**config.mk**
```make
export PLATFORM = sky130hd
export DESIGN_NAME = mcd_device_flat
export DESIGN_NICKNAME = d
export VERILOG_FILES = /design/src/verilog/mcd_pkg.sv /design/src/verilog/mcd_link_if.sv /design/src/verilog/mcd_device.sv /design/src/flat_wrapper.sv
export VERILOG_INCLUDE_DIRS = /design/src /design/src/verilog
export SDC_FILE = /design/constraint.sdc
export NUM_CORES = 1
export LEC_CHECK = 0
export BUFFER_PORTS_ARGS = -buffer_cell sky130_fd_sc_hd__clkbuf_2
export CORE_ASPECT_RATIO = 1.4
export CORE_MARGIN = 8
export CORE_UTILIZATION = 31
export CTS_CLUSTER_SIZE = 20
export DETAILED_ROUTE_END_ITERATION = 6
export PLACE_DENSITY = 0.57
export SETUP_SLACK_MARGIN = 0.05
export SYNTH_ARGS = -nofsm -noshare
export SYNTH_HDL_FRONTEND = slang
export SYNTH_SLANG_ARGS = --single-unit
```
**constraint.sdc**
```tcl
create_clock -name core_clk -period 4.65 [get_ports core_clk]
set_input_delay 0.465 -clock core_clk [delete_from_list [all_inputs] [get_ports core_clk]]
set_output_delay 0.465 -clock core_clk [all_outputs]
set_load 0.05 [all_outputs]
```
**src/verilog/mcd_params.svh**
```systemverilog
`ifndef MCD_PARAMS_SVH
`define MCD_PARAMS_SVH

`define MCD_OPC_DL_DMA 8'h93
`define MCD_SUB_OFS_SAVE 8'h03
`define MCD_SUB_SAVE 8'h07
`define MCD_SUB_OFS_DEFER 8'h0E
`define MCD_SUB_ACTIVATE 8'h0F
// Sector of 512 bytes moves as 128 words of 32 bits
`define MCD_SECTOR_BYTES 512
`define MCD_WORDS_PER_SECTOR 128
`define MCD_WORD_IDX_W 7
// Address field layout
`define MCD_LBA_CNT_HI_LSB 0
`define MCD_LBA_OFS_LSB 8
// Error register bits
`define MCD_ERR_ABORT_BIT 2
`define MCD_ERR_RELOAD_BIT 6
// Host register byte offsets
`define MCD_REG_CTRL 4'h0
`define MCD_REG_XFER 4'h4
`define MCD_REG_STATUS 4'h8
`define MCD_CTRL_START_BIT 16
`define MCD_STAT_BUSY_BIT 0
`define MCD_STAT_DONE_BIT 1

`endif

```
**src/verilog/mcd_pkg.sv**
```systemverilog
package mcd_pkg;

    typedef enum logic [1:0] {
        DEV_IDLE = 2'b00,
        DEV_XFER = 2'b01,
        DEV_FIN = 2'b10
    } mcd_dev_state_type;

    typedef enum logic [1:0] {
        HST_IDLE = 2'b00,
        HST_CMD = 2'b01,
        HST_DATA = 2'b10,
        HST_WAIT = 2'b11
    } mcd_hst_state_type;

endpackage

```
**src/verilog/mcd_link_if.sv**
```systemverilog
`timescale 1ns/1ps
interface mcd_link_if;
    logic cmdValid;
    logic [7:0] cmdOpcode;
    logic [7:0] cmdFeature;
    logic [7:0] cmdCount;
    logic [27:0] cmdLba;
    logic xferReq;
    logic dataValid;
    logic [31:0] dataWord;
    logic doneValid;
    logic [7:0] errorReg;

    modport dev (
        input cmdValid,
        input cmdOpcode,
        input cmdFeature,
        input cmdCount,
        input cmdLba,
        output xferReq,
        input dataValid,
        input dataWord,
        output doneValid,
        output errorReg
    );

    modport host (
        output cmdValid,
        output cmdOpcode,
        output cmdFeature,
        output cmdCount,
        output cmdLba,
        input xferReq,
        output dataValid,
        output dataWord,
        input doneValid,
        input errorReg
    );
endinterface

```
**src/verilog/mcd_device.sv**
```systemverilog
// The implementer's own choices: the address-and-strobe port and the register addresses.
`timescale 1ns/1ps
`include "mcd_params.svh"
module mcd_device
    import mcd_pkg::*;
(
    input wire logic core_clk,
    input wire logic rst_b,
    mcd_link_if.dev link,
    input wire logic secLocked,
    input wire logic spinupDisabled,
    input wire logic [15:0] imageSectors,
    input wire logic verifyOk,
    input wire logic reloadFail,
    output logic imgWrValid,
    output logic [22:0] imgWrAddr,
    output logic [31:0] imgWrData,
    output logic imgStore,
    output logic imgActivate,
    output logic spinDown,
    output logic imgPending,
    output logic busy
);
    // ------------------------------------------------------------
    // Decode helpers
    // ------------------------------------------------------------
    function automatic logic subKnown(input logic [7:0] sub);
        subKnown = (sub == `MCD_SUB_OFS_SAVE) || (sub == `MCD_SUB_SAVE) ||
                   (sub == `MCD_SUB_OFS_DEFER) || (sub == `MCD_SUB_ACTIVATE);
    endfunction

    function automatic logic subUsesOffset(input logic [7:0] sub);
        subUsesOffset = (sub == `MCD_SUB_OFS_SAVE) || (sub == `MCD_SUB_OFS_DEFER);
    endfunction

    function automatic logic [16:0] segEnd(input logic [15:0] ofs, input logic [15:0] cnt);
        segEnd = {1'b0, ofs} + {1'b0, cnt};
    endfunction

    mcd_dev_state_type state_q;
    logic [7:0] sub_q;
    logic [15:0] cnt_q;
    logic [15:0] ofs_q;
    logic [15:0] expOfs_q;
    logic [15:0] secIdx_q;
    logic [`MCD_WORD_IDX_W-1:0] wordIdx_q;
    logic pending_q;
    logic xferReq_q;
    logic doneValid_q;
    logic [7:0] errorReg_q;
    logic imgWrValid_q;
    logic [22:0] imgWrAddr_q;
    logic [31:0] imgWrData_q;
    logic imgStore_q;
    logic imgActivate_q;
    logic spinDown_q;
    logic busy_q;

    logic [7:0] cmdSub;
    logic [15:0] cmdCnt;
    logic [15:0] cmdOfs;
    logic cmdAbort;
    logic ofsBreak;
    logic lastWord;
    logic finalSeg;
    logic doActivate;
    logic finAbort;

    // ------------------------------------------------------------
    // Command field decode
    // ------------------------------------------------------------
    always_comb
    begin
        cmdSub = link.cmdFeature;
        cmdCnt = {link.cmdLba[`MCD_LBA_CNT_HI_LSB +: 8], link.cmdCount};
        cmdOfs = link.cmdLba[`MCD_LBA_OFS_LSB +: 16];
        ofsBreak = subUsesOffset(cmdSub) && (cmdOfs != expOfs_q);
        cmdAbort = (link.cmdOpcode != `MCD_OPC_DL_DMA) || !subKnown(cmdSub) ||
                   secLocked;
        lastWord = link.dataValid && (wordIdx_q == 7'h7F) && (secIdx_q == cnt_q - 16'h0001);
        // Offset-less save carries the whole image in one command
        finalSeg = (sub_q == `MCD_SUB_SAVE) || (subUsesOffset(sub_q) &&
                   (segEnd(ofs_q, cnt_q) >= {1'b0, imageSectors}));
        finAbort = ((sub_q == `MCD_SUB_ACTIVATE) && !pending_q) ||
                   (finalSeg && !verifyOk && sub_q != `MCD_SUB_ACTIVATE);
        doActivate = !finAbort && (((sub_q == `MCD_SUB_ACTIVATE) && pending_q) ||
                     (finalSeg && sub_q != `MCD_SUB_OFS_DEFER &&
                      sub_q != `MCD_SUB_ACTIVATE));
    end

    // ------------------------------------------------------------
    // Command sequencer
    // ------------------------------------------------------------
    always_ff @(posedge core_clk or negedge rst_b)
    begin
        if (!rst_b)
        begin
            state_q <= DEV_IDLE;
            sub_q <= 8'h00;
            cnt_q <= 16'h0000;
            ofs_q <= 16'h0000;
            busy_q <= 1'b0;
        end
        else
        begin
            case (state_q)
                DEV_IDLE:
                begin
                    if (link.cmdValid && !cmdAbort && !ofsBreak)
                    begin
                        sub_q <= cmdSub;
                        cnt_q <= cmdCnt;
                        // Offset disregarded outside offset subcommands
                        ofs_q <= subUsesOffset(cmdSub) ? cmdOfs : 16'h0000;
                        state_q <= (cmdCnt == 16'h0000) ? DEV_FIN : DEV_XFER;
                        busy_q <= 1'b1;
                    end
                end
                DEV_XFER:
                begin
                    if (lastWord)
                    begin
                        state_q <= DEV_FIN;
                    end
                end
                DEV_FIN:
                begin
                    state_q <= DEV_IDLE;
                    busy_q <= 1'b0;
                end
                default:
                begin
                    state_q <= DEV_IDLE;
                end
            endcase
        end
    end

    // ------------------------------------------------------------
    // Data counting and image write
    // ------------------------------------------------------------
    always_ff @(posedge core_clk or negedge rst_b)
    begin
        if (!rst_b)
        begin
            secIdx_q <= 16'h0000;
            wordIdx_q <= 7'h00;
            xferReq_q <= 1'b0;
            imgWrValid_q <= 1'b0;
            imgWrAddr_q <= 23'h000000;
            imgWrData_q <= 32'h00000000;
        end
        else
        begin
            imgWrValid_q <= 1'b0;
            xferReq_q <= (state_q == DEV_XFER) && !lastWord;
            if (state_q == DEV_IDLE)
            begin
                secIdx_q <= 16'h0000;
                wordIdx_q <= 7'h00;
            end
            else if (state_q == DEV_XFER && link.dataValid)
            begin
                wordIdx_q <= wordIdx_q + 7'h01;
                if (wordIdx_q == 7'h7F)
                begin
                    secIdx_q <= secIdx_q + 16'h0001;
                end
                // Activate payload is drained but never written to the image
                imgWrValid_q <= (sub_q != `MCD_SUB_ACTIVATE);
                imgWrAddr_q <= {ofs_q + secIdx_q, wordIdx_q};
                imgWrData_q <= link.dataWord;
            end
        end
    end

    // ------------------------------------------------------------
    // Image session: continuity, pending image, completion
    // ------------------------------------------------------------
    always_ff @(posedge core_clk or negedge rst_b)
    begin
        if (!rst_b)
        begin
            // Reset wipes partial and pending images alike
            expOfs_q <= 16'h0000;
            pending_q <= 1'b0;
            doneValid_q <= 1'b0;
            errorReg_q <= 8'h00;
            imgStore_q <= 1'b0;
            imgActivate_q <= 1'b0;
            spinDown_q <= 1'b0;
        end
        else
        begin
            doneValid_q <= 1'b0;
            imgStore_q <= 1'b0;
            imgActivate_q <= 1'b0;
            spinDown_q <= 1'b0;
            if (state_q == DEV_IDLE && link.cmdValid && (cmdAbort || ofsBreak))
            begin
                doneValid_q <= 1'b1;
                errorReg_q <= 8'h00;
                errorReg_q[`MCD_ERR_ABORT_BIT] <= 1'b1;
                if (ofsBreak && !cmdAbort)
                begin
                    expOfs_q <= 16'h0000;
                    pending_q <= 1'b0;
                end
            end
            else if (state_q == DEV_FIN)
            begin
                doneValid_q <= 1'b1;
                errorReg_q <= 8'h00;
                if (subUsesOffset(sub_q))
                begin
                    expOfs_q <= finalSeg ? 16'h0000 : 16'(segEnd(ofs_q, cnt_q));
                end
                if (finAbort)
                begin
                    errorReg_q[`MCD_ERR_ABORT_BIT] <= 1'b1;
                    pending_q <= 1'b0;
                end
                else
                begin
                    if (finalSeg)
                    begin
                        imgStore_q <= 1'b1;
                        pending_q <= (sub_q == `MCD_SUB_OFS_DEFER);
                    end
                    if (doActivate)
                    begin
                        imgActivate_q <= 1'b1;
                        pending_q <= 1'b0;
                        // Reload failure is only reported when a reload happens
                        errorReg_q[`MCD_ERR_RELOAD_BIT] <= reloadFail;
                        spinDown_q <= spinupDisabled && !reloadFail;
                    end
                end
            end
        end
    end

    assign link.xferReq = xferReq_q;
    assign link.doneValid = doneValid_q;
    assign link.errorReg = errorReg_q;
    assign imgWrValid = imgWrValid_q;
    assign imgWrAddr = imgWrAddr_q;
    assign imgWrData = imgWrData_q;
    assign imgStore = imgStore_q;
    assign imgActivate = imgActivate_q;
    assign spinDown = spinDown_q;
    assign imgPending = pending_q;
    assign busy = busy_q;
endmodule // mcd_device

```
**src/flat_wrapper.sv**
```systemverilog
// flat-port wrapper written by rule: the top's interface ports become plain ports
module mcd_device_flat import mcd_pkg::*;
  (core_clk, rst_b, secLocked, spinupDisabled, imageSectors, verifyOk, reloadFail, imgWrValid, imgWrAddr, imgWrData, imgStore, imgActivate, spinDown, imgPending, busy, link_cmdValid, link_cmdOpcode, link_cmdFeature, link_cmdCount, link_cmdLba, link_xferReq, link_dataValid, link_dataWord, link_doneValid, link_errorReg);
  mcd_link_if link_i ();
  input wire logic core_clk;
  input wire logic rst_b;
  input wire logic secLocked;
  input wire logic spinupDisabled;
  input wire logic [15:0] imageSectors;
  input wire logic verifyOk;
  input wire logic reloadFail;
  output logic imgWrValid;
  output logic [22:0] imgWrAddr;
  output logic [31:0] imgWrData;
  output logic imgStore;
  output logic imgActivate;
  output logic spinDown;
  output logic imgPending;
  output logic busy;
  input wire logic [$bits(link_i.cmdValid)-1:0] link_cmdValid;
  input wire logic [$bits(link_i.cmdOpcode)-1:0] link_cmdOpcode;
  input wire logic [$bits(link_i.cmdFeature)-1:0] link_cmdFeature;
  input wire logic [$bits(link_i.cmdCount)-1:0] link_cmdCount;
  input wire logic [$bits(link_i.cmdLba)-1:0] link_cmdLba;
  output wire logic [$bits(link_i.xferReq)-1:0] link_xferReq;
  input wire logic [$bits(link_i.dataValid)-1:0] link_dataValid;
  input wire logic [$bits(link_i.dataWord)-1:0] link_dataWord;
  output wire logic [$bits(link_i.doneValid)-1:0] link_doneValid;
  output wire logic [$bits(link_i.errorReg)-1:0] link_errorReg;
  assign link_i.cmdValid = link_cmdValid;
  assign link_i.cmdOpcode = link_cmdOpcode;
  assign link_i.cmdFeature = link_cmdFeature;
  assign link_i.cmdCount = link_cmdCount;
  assign link_i.cmdLba = link_cmdLba;
  assign link_xferReq = link_i.xferReq;
  assign link_i.dataValid = link_dataValid;
  assign link_i.dataWord = link_dataWord;
  assign link_doneValid = link_i.doneValid;
  assign link_errorReg = link_i.errorReg;
  mcd_device u_core (.core_clk(core_clk), .rst_b(rst_b), .link(link_i), .secLocked(secLocked), .spinupDisabled(spinupDisabled), .imageSectors(imageSectors), .verifyOk(verifyOk), .reloadFail(reloadFail), .imgWrValid(imgWrValid), .imgWrAddr(imgWrAddr), .imgWrData(imgWrData), .imgStore(imgStore), .imgActivate(imgActivate), .spinDown(spinDown), .imgPending(imgPending), .busy(busy));
endmodule
```
## Word-level counts from Yosys, hierarchy flattened

Cells that the tools add are included.
Widths: inputs -> output; s select.

| operators by class | value |
|---|---|
| $lt $le $gt $ge | 1 |
| multiplexer cells | 44 |
| add/sub/neg operators | 5 |
| bitwise gates (word level) | 1 |
| eq/ne operators | 19 |
| reduce and logical (&&, ||, !) cells | 53 |

Operator list:

| operator | count |
|---|---|
| $mux 16 | 9 |
| $eq 8x4->1 const B | 4 |
| $mux 1 | 26 |
| $logic_and 1x1->1 | 19 |
| $add 16x16->17 | 1 |
| $ge 17x16->1 | 1 |
| $add 16x1->16 const B | 1 |
| $add 16x16->16 | 1 |
| $eq 16x16->1 | 1 |
| $eq 8x2->1 const B | 2 |
| $eq 8x3->1 const B | 2 |
| $logic_not 16->1 | 1 |
| $mux 8 | 2 |
| $ne 16x16->1 | 1 |
| $ne 8x4->1 const B | 2 |
| $sub 16x1->16 const B | 1 |
| $mux 7 | 2 |
| $logic_or 1x1->1 | 11 |
| $reduce_and 2->1 | 5 |
| $reduce_bool 2->1 | 5 |
| $logic_not 1->1 | 8 |
| $ne 8x8->1 const B | 1 |
| $add 7x1->7 const B | 1 |
| $eq 7x7->1 const B | 1 |
| other kinds (11) | 15 |

| word-level totals | value |
|---|---|
| input port bits | 108 |
| word-level logic and storage cells | 141 |
| output and inout port bits | 71 |
| flip-flop bits (word level) | 152 |

## Logic depth before layout (Yosys ltp)

Gate-level depths: netlist of the first run.

| logic depth | value |
|---|---|
| word-level depth | 13 |
| mapped depth | 19 |
| depth with buffers taken out | 18 |

## Worst setup path before layout of the first run

OpenSTA, ideal clock, no wires.

| timing | value |
|---|---|
| path type | register to register |
| from | register u_core.cnt_q[0] |
| to | register u_core.expOfs_q[10] |
| required time | 4.585 ns |
| library setup time | 0.065 ns |
| path slack | 0.685 ns |
| data arrival time | 3.900 ns |
| stages on the path, launching flop included | 20 |
| buffers on the path | 1 |
| period minus slack after synthesis | 3.965 ns |
| path through | dfrtp_1 ha_1 inv_1 fa_1 nor2b_1 o2111a_1 o311ai_0 nand2_1 a21o_1 a21oi_1 xnor2_1 ha_1 a21oi_1 nor2_1 a211oi_1 o211ai_1 or3_1 nor2_2 buf_4 a22o_1 |

| on the way | value |
|---|---|
| word-level cells in the longest chain between the ends | 8 |

Ends and longest elaborated chain:

| item | RTL line | RTL |
|---|---|---|
| from (decl) | mcd_device.sv:42 | `logic [15:0] cnt_q;` |
| from (signal assigned) | mcd_device.sv:112 | `cnt_q <= cmdCnt;` |
| $add 16x16->17 (*) | mcd_device.sv:37 | `segEnd = {1'b0, ofs} + {1'b0, cnt};` |
| $ge 17x16->1 | mcd_device.sv:83 | `(segEnd(ofs_q, cnt_q) >= {1'b0, imageSectors}));` |
| $logic_and 1x1->1 | mcd_device.sv:82 | `` finalSeg = (sub_q == `MCD_SUB_SAVE) \|\| (subUsesOffset(sub_q) && `` |
| $logic_or 1x1->1 | mcd_device.sv:82 |  |
| $mux 16 (*) | mcd_device.sv:216 | `expOfs_q <= finalSeg ? 16'h0000 : 16'(segEnd(ofs_q, cnt_q));` |
| $mux 16 (*) | mcd_device.sv:214 | `if (subUsesOffset(sub_q))` |
| $mux 16 (*) | mcd_device.sv:210 | `else if (state_q == DEV_FIN)` |
| $mux 16 (*) | mcd_device.sv:199 | `if (state_q == DEV_IDLE && link.cmdValid && (cmdAbort \|\| ofsBreak))` |
| to (signal assigned) | mcd_device.sv:216 |  |
| to (decl) | mcd_device.sv:44 | `logic [15:0] expOfs_q;` |

Every way passes the cells marked *; elsewhere a longest branch is shown, timed or not. The select of a mux whose other input is x is not followed.
A chain may end at the register's enable or synchronous reset.

## Worst setup path after layout of the first run

| timing | value |
|---|---|
| from | register u_core.ofs_q[0] |
| to | register u_core.expOfs_q[9] |

| on the way | value |
|---|---|
| word-level cells in the longest chain between the ends | 8 |

Ends and longest elaborated chain:

| item | RTL line | RTL |
|---|---|---|
| from (decl) | mcd_device.sv:43 | `logic [15:0] ofs_q;` |
| from (signal assigned) | mcd_device.sv:114 | `ofs_q <= subUsesOffset(cmdSub) ? cmdOfs : 16'h0000;` |
| $add 16x16->17 (*) | mcd_device.sv:37 |  |
| $ge 17x16->1 | mcd_device.sv:83 |  |
| $logic_and 1x1->1 | mcd_device.sv:82 |  |
| $logic_or 1x1->1 | mcd_device.sv:82 |  |
| $mux 16 (*) | mcd_device.sv:216 |  |
| $mux 16 (*) | mcd_device.sv:214 |  |
| $mux 16 (*) | mcd_device.sv:210 |  |
| $mux 16 (*) | mcd_device.sv:199 |  |

Marked as above.

==> summary.txt, run 1 <==
Die
  • Die area: 32700 um^2
  • Site Rows: 71
  • Die width: 155 um
  • # IOs: 179
  • Initial core utilization: 0.314
  • Core area: 26800 um^2
  • Die Ht: 211 um

Timing
  • TNS Setup: 0 ns
  • Tmin final: 4.21 ns
  • Final Skew: 0.00814 ns
  • Fmax achieved: 0.237 GHz
  • Worst hold margin: 0.207 ns
  • Fin crit share: 0.906
  • Relative slew slack: 0.203
  • Max Slew Vio Count: 0
  • Worst slew pin tran: 1.19 ns
  • Unrepaired setup endpoints after global routing: false
  • Final setup viols: 0
  • Final Hold Viols: 0

Logic synthesis
  • EDFF count, synth: 0
  • Mapped Area: 8410 um^2
  • Post-synthesis cell type count: 70
  • Ranking of synthesized cells by area: dfrtp_1 (43%), nand2_1 (9.8%), ha_1 (7.4%)
  • Yosys top cell area share: 0.434
  • Main synth FF type: dfrtp_1
  • Yosys warns: 0
  • #FFs+latches synth: 146
  • Post-Syn Instances: 918
  • Syn Area/Cell: 9.17 um^2
  • Asr flop ratio synth: 1.00
  • Synth area leader: dfrtp_1
  • Sequential area share after synthesis: 0.434

Setup path
  • Crit-path cells: ha_1, inv_1, fa_1, nor2b_1, o2111a_1, o311ai_1, buf_4, nand2_1, a21o_1, a21oi_1, xnor2_1, ha_1, a21oi_1, nor2_1, a211oi_1, o211ai_1, or3_4, nor2_2, buf_12, a22o_1
  • CP top delay family: compound AO/OA/AOI/OAI gates
  • Critical setup path kind: reg2reg
  • CP max FO: 16
  • CP max-delay cell: or3_4
  • CP arrival: 4.57 ns
  • Worst reg2reg startpoint: u_core.ofs_q[0]$_DFFE_PN0P_
  • Critical path buffers and inverters: 3
  • R2R depth: 20
  • Critical path data required time: 5.01 ns
  • Crit end category: flip-flop
  • Max incr delay on CP: 0.44 ns
  • Reg-to-Reg End: u_core.expOfs_q[9]$_DFFE_PN0P_
  • Crit path launch type: flip-flop
  • FF-to-FF setup slack: 0.44 ns

Layout
  • # nets final: 1246
  • Most frequent cells in the layout: nand2_1 (218), clkbuf_2 (167), dfrtp_1 (146), o21ai_0 (50), ha_1 (50)
  • # diodes: 0
  • Layout Cells excl Fill: 1463
  • Area growth syn-to-layout: 22.1%
  • Layout cells sized above 1: 0.225
  • Commonest non-fill, non-tap cell in the layout: nand2_1

Detailed routing
  • Iteration-0 DRC Markers: 361
  • Vias: 6845
  • Drt drc: 0
  • Routed WL: 22800 um
  • DRT antenna net count: 0
  • Vias per cell: 4.68
  • DRT Pass-1 Iters: 4
  • Avg WL per Cell: 15.6 um

GRT
  • First-pass GRT wire length: 36700 um
  • Initial antenna violation count: 0
  • Remaining Overflow, GRT: 0
  • Largest net degree at the start of global routing: 58
  • Vias in the first global route: 7073
  • GRT Total Usage: 0.141

Pwr
  • Power share of the clock group: 0.448
  • Net Sw Power: 0.000851 W
  • Switching Fraction: 0.272
  • Internal: 0.00228 W
  • Sequential power share: 0.433
  • Power per cell area: 305 nW/um^2
  • Combinational fraction of design power: 0.119
  • Leak: 5.32 nW
  • Peak supply drop: 0.211 mV

Clocking
  • TritonCTS Buffers: 17
  • Clk_lat worst skew: 0.43 ns
  • Clock Path Buffers: 2
  • Clock slew at reported path FFs: 0.06 ns
  • CTS Root Cell: clkbuf_16
  • TritonCTS Sinks: 146
  • H-tree depth: 4
  • CTS tree: done

Hold path
  • Hold Startpoint: reloadFail
  • Hold WC Path Type: in2reg
  • Hold worst-path end: u_core.spinDown$_DFF_PN0_
  • Min-Delay Path Depth: 2

Run status
  • Status: finished clean

Place
  • DP HPWL: 18000 um
  • Placed Instances: 1431
  • Port bufs: 168
  • Final GP Congestion: 0.847

Run
  • Max Cap Viol: 0
## synthesized netlist by cell type (3+ instances only)
cell	count
nand2_1	219
dfrtp_1	146
ha_1	50
o21ai_0	50
nor2_1	47
xor2_1	46
inv_1	34
xnor2_1	29
a21oi_1	26
clkbuf_1	25
mux2_2	21
nand3_1	21
a22o_1	16
nor3_1	14
nor4_1	12
nand4_1	11
a21o_1	9
o31ai_1	9
a211oi_1	8
and3_1	8
buf_4	7
mux2i_1	7
nor2b_1	7
and2_1	6
nand2b_1	6
a31oi_1	5
nor4b_1	5
or3_1	5
a21boi_0	4
buf_2	4
nor3b_1	4
o21a_1	4
o21bai_1	4
or2_2	4
o211ai_1	3
o21ai_1	3
## cells by family after synthesis
family | Yosys count | share of synthesized area
fa+ha+maj | 52 | 0.0791
other cells | 1 | 0.000446
compound gates | 156 | 0.121
buf+inv | 72 | 0.0367
xor+xnor | 75 | 0.0781
simple gates | 387 | 0.213
flops | 146 | 0.434
mux | 29 | 0.0378
## worst max path at each step
stage | start | end | depth (start not counted)
after floorplan | u_core.cnt_q[0]$_DFFE_PN0P_ | u_core.expOfs_q[10]$_DFFE_PN0P_ | 19
after global placement | u_core.ofs_q[0]$_DFFE_PN0P_ | u_core.link.errorReg[6]$_DFFE_PN0P_ | 19
after detailed placement | u_core.ofs_q[0]$_DFFE_PN0P_ | u_core.expOfs_q[1]$_DFFE_PN0P_ | 20
after CTS | u_core.ofs_q[0]$_DFFE_PN0P_ | u_core.expOfs_q[1]$_DFFE_PN0P_ | 20
after global routing | u_core.ofs_q[0]$_DFFE_PN0P_ | u_core.expOfs_q[1]$_DFFE_PN0P_ | 20
final | u_core.ofs_q[0]$_DFFE_PN0P_ | u_core.expOfs_q[9]$_DFFE_PN0P_ | 20
## flip-flops by register name, indices dropped and copies added, names as in the netlist
| name | count |
|---|---|
| u_core.imgWrValid | 1 |
| u_core.wordIdx_q | 7 |
| u_core.imgActivate | 1 |
| u_core.expOfs_q | 16 |
| u_core.imgWrData | 32 |
| u_core.ofs_q | 16 |
| u_core.cnt_q | 16 |
| u_core.imgPending | 1 |
| u_core.busy | 1 |
| u_core.sub_q | 8 |
| u_core.state_q | 2 |
| u_core.secIdx_q | 16 |
| u_core.link.doneValid | 1 |
| u_core.link.xferReq | 1 |
| u_core.link.errorReg | 2 |
| u_core.imgWrAddr | 23 |
| u_core.spinDown | 1 |
| u_core.imgStore | 1 |
## per-layer routing
metal  GRT usage  part of all wire  up-vias
met5           0                 0        -
met4      0.0577             0.024        0
met3      0.0297             0.042       21
met2       0.248              0.50      143
met1       0.163              0.44     3195
li1            -                 -     3486
## repair_timing
item | 4_1_cts | 5_1_grt
buffers inserted | 0 | 0
hold endpoints to repair | 39 | 0
endpoints found under the setup margin | 0 | 19
hold buffers | 1 | 0
resized for setup | 0 | 2
## power groups by stage
stage                     registers, W   logic, W  clock network, W
after CTS                      0.00136   0.000383           0.00144
after global placement         0.00138   0.000377                 0
after floorplan                0.00151  0.0000975                 0
after detailed placement       0.00138   0.000381                 0
after global routing           0.00136   0.000408           0.00150
final                          0.00136   0.000374           0.00140
## per-stage QoR
stage / util / area, um^2 / total power (W) / setup slack [ns]
floorplan: - / 8430 / 0.00161 / 0.685
global placement: 0.360 / 9670 / 0.00176 / 0.339
detailed placement: 0.360 / 9670 / 0.00176 / 0.340
CTS: 0.383 / 10300 / 0.00318 / 0.297
global route: 0.383 / 10300 / 0.00327 / 0.123
finish: 0.383 / 10300 / 0.00313 / 0.437
## layout make-up
type,instances,area (um^2)
multi-input cells,705,4480
inverters,34,128
well taps,365,457
repair buffers,182,967
clock buffers,20,457
clock inverters,11,136
flip-flops and latches,146,3650
fillers,2797,16600
(Power assumes the default switching activity.)
==> inputs of run 2 (changes only) <==
- CTS_BUF_LIST: not set -> sky130_fd_sc_hd__clkbuf_8
==> summary.txt, run 2 (synthesized netlist as in run 1, its figures left out) <==
Run status
  • Status: finished clean

Setup path
  • CP Launch Point: u_core.ofs_q[0]$_DFFE_PN0P_
  • CP max FO: 16 (unchanged)
  • Critical setup path kind: reg2reg
  • Worst reg2reg startpoint: u_core.ofs_q[0]$_DFFE_PN0P_
  • Critical Path End: u_core.expOfs_q[9]$_DFFE_PN0P_
  • Crit path launch type: flip-flop
  • Crit end category: flip-flop
  • CP max-delay cell: or3_4
  • FF-to-FF setup slack: 0.44 ns (about the same)
  • R2R depth: 20 (unchanged)
  • Reg-to-Reg End: u_core.expOfs_q[9]$_DFFE_PN0P_
  • CP arrival: 4.61 ns (+0.04 ns)
  • Crit-path cells: ha_1, inv_1, fa_1, nor2b_1, o2111a_1, o311ai_1, buf_4, nand2_1, a21o_1, a21oi_1, xnor2_1, ha_1, a21oi_1, nor2_1, a211oi_1, o211ai_1, or3_4, nor2_2, buf_12, a22o_1
  • Critical path data required time: 5.04 ns (+0.03 ns)
  • Max incr delay on CP: 0.44 ns (about the same)

Layout
  • Final core occ: 0.376 (-0.00714)
  • Multi-input gate area: 4480 um^2 (unchanged)
  • Filler instances: 2820 (+0.82%)
  • Layout cells sized above 1: 0.225 (unchanged)
  • Max reg flops: 32 (unchanged)
  • Area growth syn-to-layout: 19.9%
  • Commonest non-fill, non-tap cell in the layout: nand2_1
  • Most frequent cells in the layout: nand2_1 (218), clkbuf_2 (167), dfrtp_1 (146), o21ai_0 (50), ha_1 (50)
  • FF/Latch Area: 3650 um^2 (unchanged)
  • # diodes: 0 (unchanged)
  • Layout Cells excl Fill: 1463 (unchanged)
  • # nets final: 1246 (unchanged)

Pwr
  • Power share of the clock group: 0.377 (-0.071)
  • Combinational fraction of design power: 0.135 (+0.016)
  • Sequential power share: 0.488 (+0.055)
  • Net Sw Power: 0.000808 W (-5.0%)
  • Peak supply drop: 0.152 mV (-28%)
  • Leak: 5.24 nW (-1.6%)
  • Internal: 0.00197 W (-14%)
  • Switching Fraction: 0.291 (+0.0199)
  • Power per cell area: 275 nW/um^2 (-9.8%)

Timing
  • Max Slew Vio Count: 0 (unchanged)
  • Worst hold margin: 0.171 ns (-0.0364 ns)
  • Tmin final: 4.21 ns (+0.000890 ns)
  • Final setup viols: 0 (unchanged)
  • Final Skew: 0.0120 ns (+0.00387 ns)
  • Final Hold Viols: 0 (unchanged)
  • Fin crit share: 0.906 (about the same)
  • Unrepaired setup endpoints after global routing: false
  • Worst slew pin tran: 1.20 ns (+0.0107 ns)
  • TNS Setup: 0 ns (unchanged)
  • Relative slew slack: 0.196 (-0.00716)
  • Fmax achieved: 0.237 GHz (about the same)

Place
  • Placed Instances: 1431 (unchanged)
  • Final GP Congestion: 0.847 (unchanged)
  • Port bufs: 168 (unchanged)
  • DP HPWL: 18000 um (unchanged)

Detailed routing
  • Avg WL per Cell: 15.6 um (-0.37%)
  • Vias per cell: 4.68 (about the same)
  • DRT antenna net count: 0 (unchanged)
  • Routed WL: 22800 um (-0.37%)
  • Vias: 6847 (+0.029%)
  • DRT Pass-1 Iters: 5 (+1)
  • Iteration-0 DRC Markers: 313 (-13%)
  • Drt drc: 0 (unchanged)

Hold path
  • Min-Delay Path Depth: 2 (unchanged)
  • Hold WC Path Type: in2reg

Die
  • Die width: 155 um (unchanged)
  • Die area: 32700 um^2 (unchanged)
  • Core area: 26800 um^2 (unchanged)
  • # IOs: 179 (unchanged)
  • Die Ht: 211 um (unchanged)
  • Site Rows: 71 (unchanged)
  • Initial core utilization: 0.314 (unchanged)

GRT
  • Largest net degree at the start of global routing: 58 (unchanged)
  • GRT Total Usage: 0.140 (-0.000689)
  • Vias in the first global route: 7050 (-0.33%)
  • Busiest metal layer after global routing: met2
  • Met2 track demand over resource: 0.245 (-0.00289)
  • Remaining Overflow, GRT: 0 (unchanged)
  • Initial antenna violation count: 0 (unchanged)
  • Met1 usage: 0.163 (-0.000736)
  • First-pass GRT wire length: 36400 um (-0.70%)
  • Met3 Use GR: 0.0305 (+0.000819)

Clocking
  • TritonCTS Sinks: 146 (unchanged)
  • CTS tree: done
  • TritonCTS Buffers: 17 (unchanged)
  • H-tree depth: 4 (unchanged)
  • Clock slew at reported path FFs: 0.08 ns (+0.02 ns)
  • Clk_lat worst skew: 0.46 ns (+0.03 ns)
  • CTS Root Cell: clkbuf_8
  • Clock Path Buffers: 2 (unchanged)

Run
  • Max Cap Viol: 0 (unchanged)
==> run 2: cell types whose count changed in the layout (fill, tap and decap cells not counted) <==
cell	delta
clkbuf_8	+17
clkbuf_1	-1
inv_1	+1
clkbuf_16	-17
==> run 2: stage by stage <==
stage	total power, W	worst slack [ns]	instance area (um^2)
6_report	0.00277	0.436	10100
5_1_grt	0.00291	0.120	10100
4_1_cts	0.00282	0.293	10100
3_5_place_dp	0.00176	0.340	9670
3_3_place_gp	0.00176	0.339	9670
2_1_floorplan	0.00161	0.685	8430
==> run 2: worst min-delay path by stage <==
| stage | startpoint | end | slack, ns |
|---|---|---|---|
| floorplan | rst_b | u_core.busy$_DFFE_PN0P_ | 0.17 |
| global placement | rst_b | u_core.expOfs_q[1]$_DFFE_PN0P_ | 0.43 |
| detailed placement | rst_b | u_core.expOfs_q[0]$_DFFE_PN0P_ | 0.44 |
| CTS | reloadFail | u_core.spinDown$_DFF_PN0_ | 0.14 |
| global route | reloadFail | u_core.spinDown$_DFF_PN0_ | 0.15 |
| finish | reloadFail | u_core.spinDown$_DFF_PN0_ | 0.17 |
==> run 2: what timing repair did <==
item                       CTS  global route
hold endpoints to repair    45             0
resized for setup            0             2
setup endpoints to repair    0            19
hold buffers                 1             0
buffers inserted             0             0
==> run 2: layout make-up <==
cell class,count,share of cell area
clock inverter,12,0.0139
timing repair buffer,182,0.0959
sequential,146,0.362
clock buffer,19,0.0259
tap,365,0.0453
multi-input combinational,705,0.444
inverter,34,0.0127
==> run 2: worst max-delay path: cells and delay by family (launching register included) <==
kind            cells  cell delay, ns
compound gates      8            1.53
simple gates        5            0.83
fa+ha+maj           3            0.75
flops               1            0.42
buf+inv             3            0.40
xor+xnor            1            0.19
==> run 2: per-layer routing <==
metal	share of wire	vias up
met4	0.028	0
met3	0.042	28
met2	0.49	157
li1	-	3486
met5	0	-
met1	0.44	3176
==> run 2: power groups by stage <==
stage                     clock network (W)  registers, W   logic, W
final                               0.00105       0.00135   0.000374
after global routing                0.00114       0.00136   0.000408
after CTS                           0.00108       0.00136   0.000383
after detailed placement                  0       0.00138   0.000381
after global placement                    0       0.00138   0.000377
after floorplan                           0       0.00151  0.0000975
==> inputs of run 3 (changes only) <==
- clock period: 4.65 -> 4.99 ns (I/O delays scaled with it)
==> summary.txt, run 3 (synthesized netlist as in run 1, its figures left out) <==
Detailed routing
  • Vias per cell: 4.68 (about the same)
  • DRT antenna net count: 0 (unchanged)
  • Vias: 6819 (-0.41%)
  • Drt drc: 0 (unchanged)
  • DRT Pass-1 Iters: 4 (-1)
  • Avg WL per Cell: 15.5 um (-0.62%)
  • Iteration-0 DRC Markers: 430 (+37%)
  • Routed WL: 22500 um (-1.0%)

Pwr
  • Sequential power share: 0.499 (+0.011)
  • Leak: 5.21 nW (-0.65%)
  • Peak supply drop: 0.131 mV (-14%)
  • Power share of the clock group: 0.364 (-0.013)
  • Internal: 0.00180 W (-8.3%)
  • Switching Fraction: 0.287 (-0.00405)
  • Power per cell area: 253 nW/um^2 (-8.2%)
  • Combinational fraction of design power: 0.137 (+0.002)
  • Net Sw Power: 0.000727 W (-10%)

Hold path
  • Hold WC Path Type: in2reg

Layout
  • Commonest non-fill, non-tap cell in the layout: nand2_1
  • Area growth syn-to-layout: 19.0%
  • # nets final: 1242 (-0.32%)
  • Final core occ: 0.373 (-0.00271)
  • Most frequent cells in the layout: nand2_1 (218), clkbuf_2 (167), dfrtp_1 (146), o21ai_0 (50), ha_1 (50)
  • # diodes: 0 (unchanged)
  • Filler instances: 2782 (-1.3%)
  • Max reg flops: 32 (unchanged)
  • Layout cells sized above 1: 0.219 (-0.00609)

GRT
  • Vias in the first global route: 6971 (-1.1%)
  • Remaining Overflow, GRT: 0 (unchanged)
  • Largest net degree at the start of global routing: 54 (-6.9%)
  • GRT Total Usage: 0.139 (-0.000901)
  • First-pass GRT wire length: 36100 um (-0.76%)
  • Initial antenna violation count: 0 (unchanged)

Place
  • Port bufs: 168 (unchanged)
  • DP HPWL: 17900 um (-0.90%)
  • Final GP Congestion: 0.851 (+0.45%)

Timing
  • Fmax achieved: 0.213 GHz (-10%)
  • Final Skew: 0.0127 ns (+0.000657 ns)
  • Max Slew Vio Count: 0 (unchanged)
  • Final setup viols: 0 (unchanged)
  • Fin crit share: 0.939 (+0.0324)
  • Unrepaired setup endpoints after global routing: false
  • Worst slew pin tran: 1.25 ns (+0.0504 ns)
  • Relative slew slack: 0.162 (-0.0338)
  • Tmin final: 4.68 ns (+0.470 ns)
  • Final Hold Viols: 0 (unchanged)
  • TNS Setup: 0 ns (unchanged)

Clocking
  • H-tree depth: 4 (unchanged)
  • CTS tree: done
  • Clk_lat worst skew: 0.46 ns (about the same)
  • CTS resizes: 0 (unchanged)
  • Clock slew at reported path FFs: 0.08 ns (about the same)
  • Clock Path Buffers: 2 (unchanged)
  • TritonCTS Buffers: 17 (unchanged)
  • CTS Root Cell: clkbuf_8
  • TritonCTS Sinks: 146 (unchanged)

Setup path
  • Crit end category: flip-flop
  • Critical setup path kind: reg2reg
  • Critical Path End: u_core.expOfs_q[6]$_DFFE_PN0P_
  • Critical path buffers and inverters: 2 (-1)
  • Crit path launch type: flip-flop
  • CP arrival: 5.07 ns (+0.46 ns)
  • Worst reg2reg startpoint: u_core.cnt_q[0]$_DFFE_PN0P_
  • CP max FO: 16 (unchanged)
  • Crit path depth: 19 (-5.0%)
  • FF-to-FF setup slack: 0.31 ns (-0.13 ns)
  • R2R depth: 19 (-5.0%)
  • Max incr delay on CP: 0.58 ns (+0.14 ns)
  • Reg-to-Reg End: u_core.expOfs_q[6]$_DFFE_PN0P_
  • CP top delay family: compound AO/OA/AOI/OAI gates
  • Crit-path cells: ha_1, inv_1, fa_1, nor2b_1, o2111a_1, o311ai_0, nand2_1, a21o_1, a21oi_1, xnor2_1, ha_1, a21oi_1, nor2_1, a211oi_1, o211ai_1, or3_1, nor2_2, buf_4, a22o_1
  • CP max-delay cell: o311ai_0
  • CP Launch Point: u_core.cnt_q[0]$_DFFE_PN0P_
  • Critical path data required time: 5.37 ns (+0.33 ns)

Die
  • Core area: 26800 um^2 (unchanged)
  • Die area: 32700 um^2 (unchanged)
  • Die Ht: 211 um (unchanged)
  • # IOs: 179 (unchanged)
  • Die width: 155 um (unchanged)
  • Site Rows: 71 (unchanged)
  • Initial core utilization: 0.314 (unchanged)

Run
  • Max Cap Viol: 0 (unchanged)

Run status
  • Status: finished clean
-- run 3: worst min-delay path by stage --
stage / depth (start not counted) / start / end / slack (ns)
6_report: 2 / reloadFail / u_core.spinDown$_DFF_PN0_ / 0.22
5_1_grt: 3 / link_dataWord[1] / u_core.imgWrData[1]$_DFFE_PN0P_ / 0.20
4_1_cts: 2 / reloadFail / u_core.spinDown$_DFF_PN0_ / 0.17
3_5_place_dp: 1 / rst_b / u_core.expOfs_q[0]$_DFFE_PN0P_ / 0.45
3_3_place_gp: 1 / rst_b / u_core.cnt_q[6]$_DFFE_PN0P_ / 0.45
2_1_floorplan: 0 / rst_b / u_core.busy$_DFFE_PN0P_ / 0.20
-- run 3: through the flow --
| stage | total power (W) | hold WS [ns] | std cells | cell area (um^2) | setup WS [ns] |
|---|---|---|---|---|---|
| final | 0.00253 | 0.223 | 1457 | 10000 | 0.306 |
| after global routing | 0.00266 | 0.195 | 1457 | 10000 | 0.0649 |
| after CTS | 0.00258 | 0.173 | 1457 | 10000 | 0.362 |
| after detailed placement | 0.00164 | 0.455 | 1427 | 9630 | 0.417 |
| after global placement | 0.00164 | 0.452 | 1427 | 9630 | 0.437 |
| after floorplan | 0.00150 | 0.203 | 923 | 8430 | 1.02 |
-- run 3: timing repair --
action,4_1_cts,5_1_grt
setup buffers,0,0
hold buffers,1,0
endpoints found under the setup margin,0,0
endpoints found under the hold margin,43,0
-- run 3: power groups by stage --
| stage | clock network [W] | registers [W] | logic (W) |
|---|---|---|---|
| 2_1_floorplan | 0 | 0.00141 | 0.0000909 |
| 3_3_place_gp | 0 | 0.00128 | 0.000350 |
| 3_5_place_dp | 0 | 0.00129 | 0.000353 |
| 4_1_cts | 0.000966 | 0.00126 | 0.000355 |
| 5_1_grt | 0.00101 | 0.00127 | 0.000381 |
| 6_report | 0.000919 | 0.00126 | 0.000347 |
-- run 3: final cells by class --
| cell class | count | area, um^2 | area share |
|---|---|---|---|
| timing repair buffer | 178 | 925 | 0.0924 |
| clock buffer | 21 | 289 | 0.0289 |
| inverter | 34 | 128 | 0.0127 |
| tap | 365 | 457 | 0.0456 |
| clock inverter | 8 | 87.6 | 0.00875 |
| sequential | 146 | 3650 | 0.365 |
| multi-input combinational | 705 | 4470 | 0.447 |
-- run 3: routing by layer --
layer	routed length, um	global-route usage	part of all wire
met3	1000	0.0324	0.044
met2	11000	0.240	0.49
met4	510	0.0557	0.023
met1	10100	0.164	0.45
met5	0	0	0
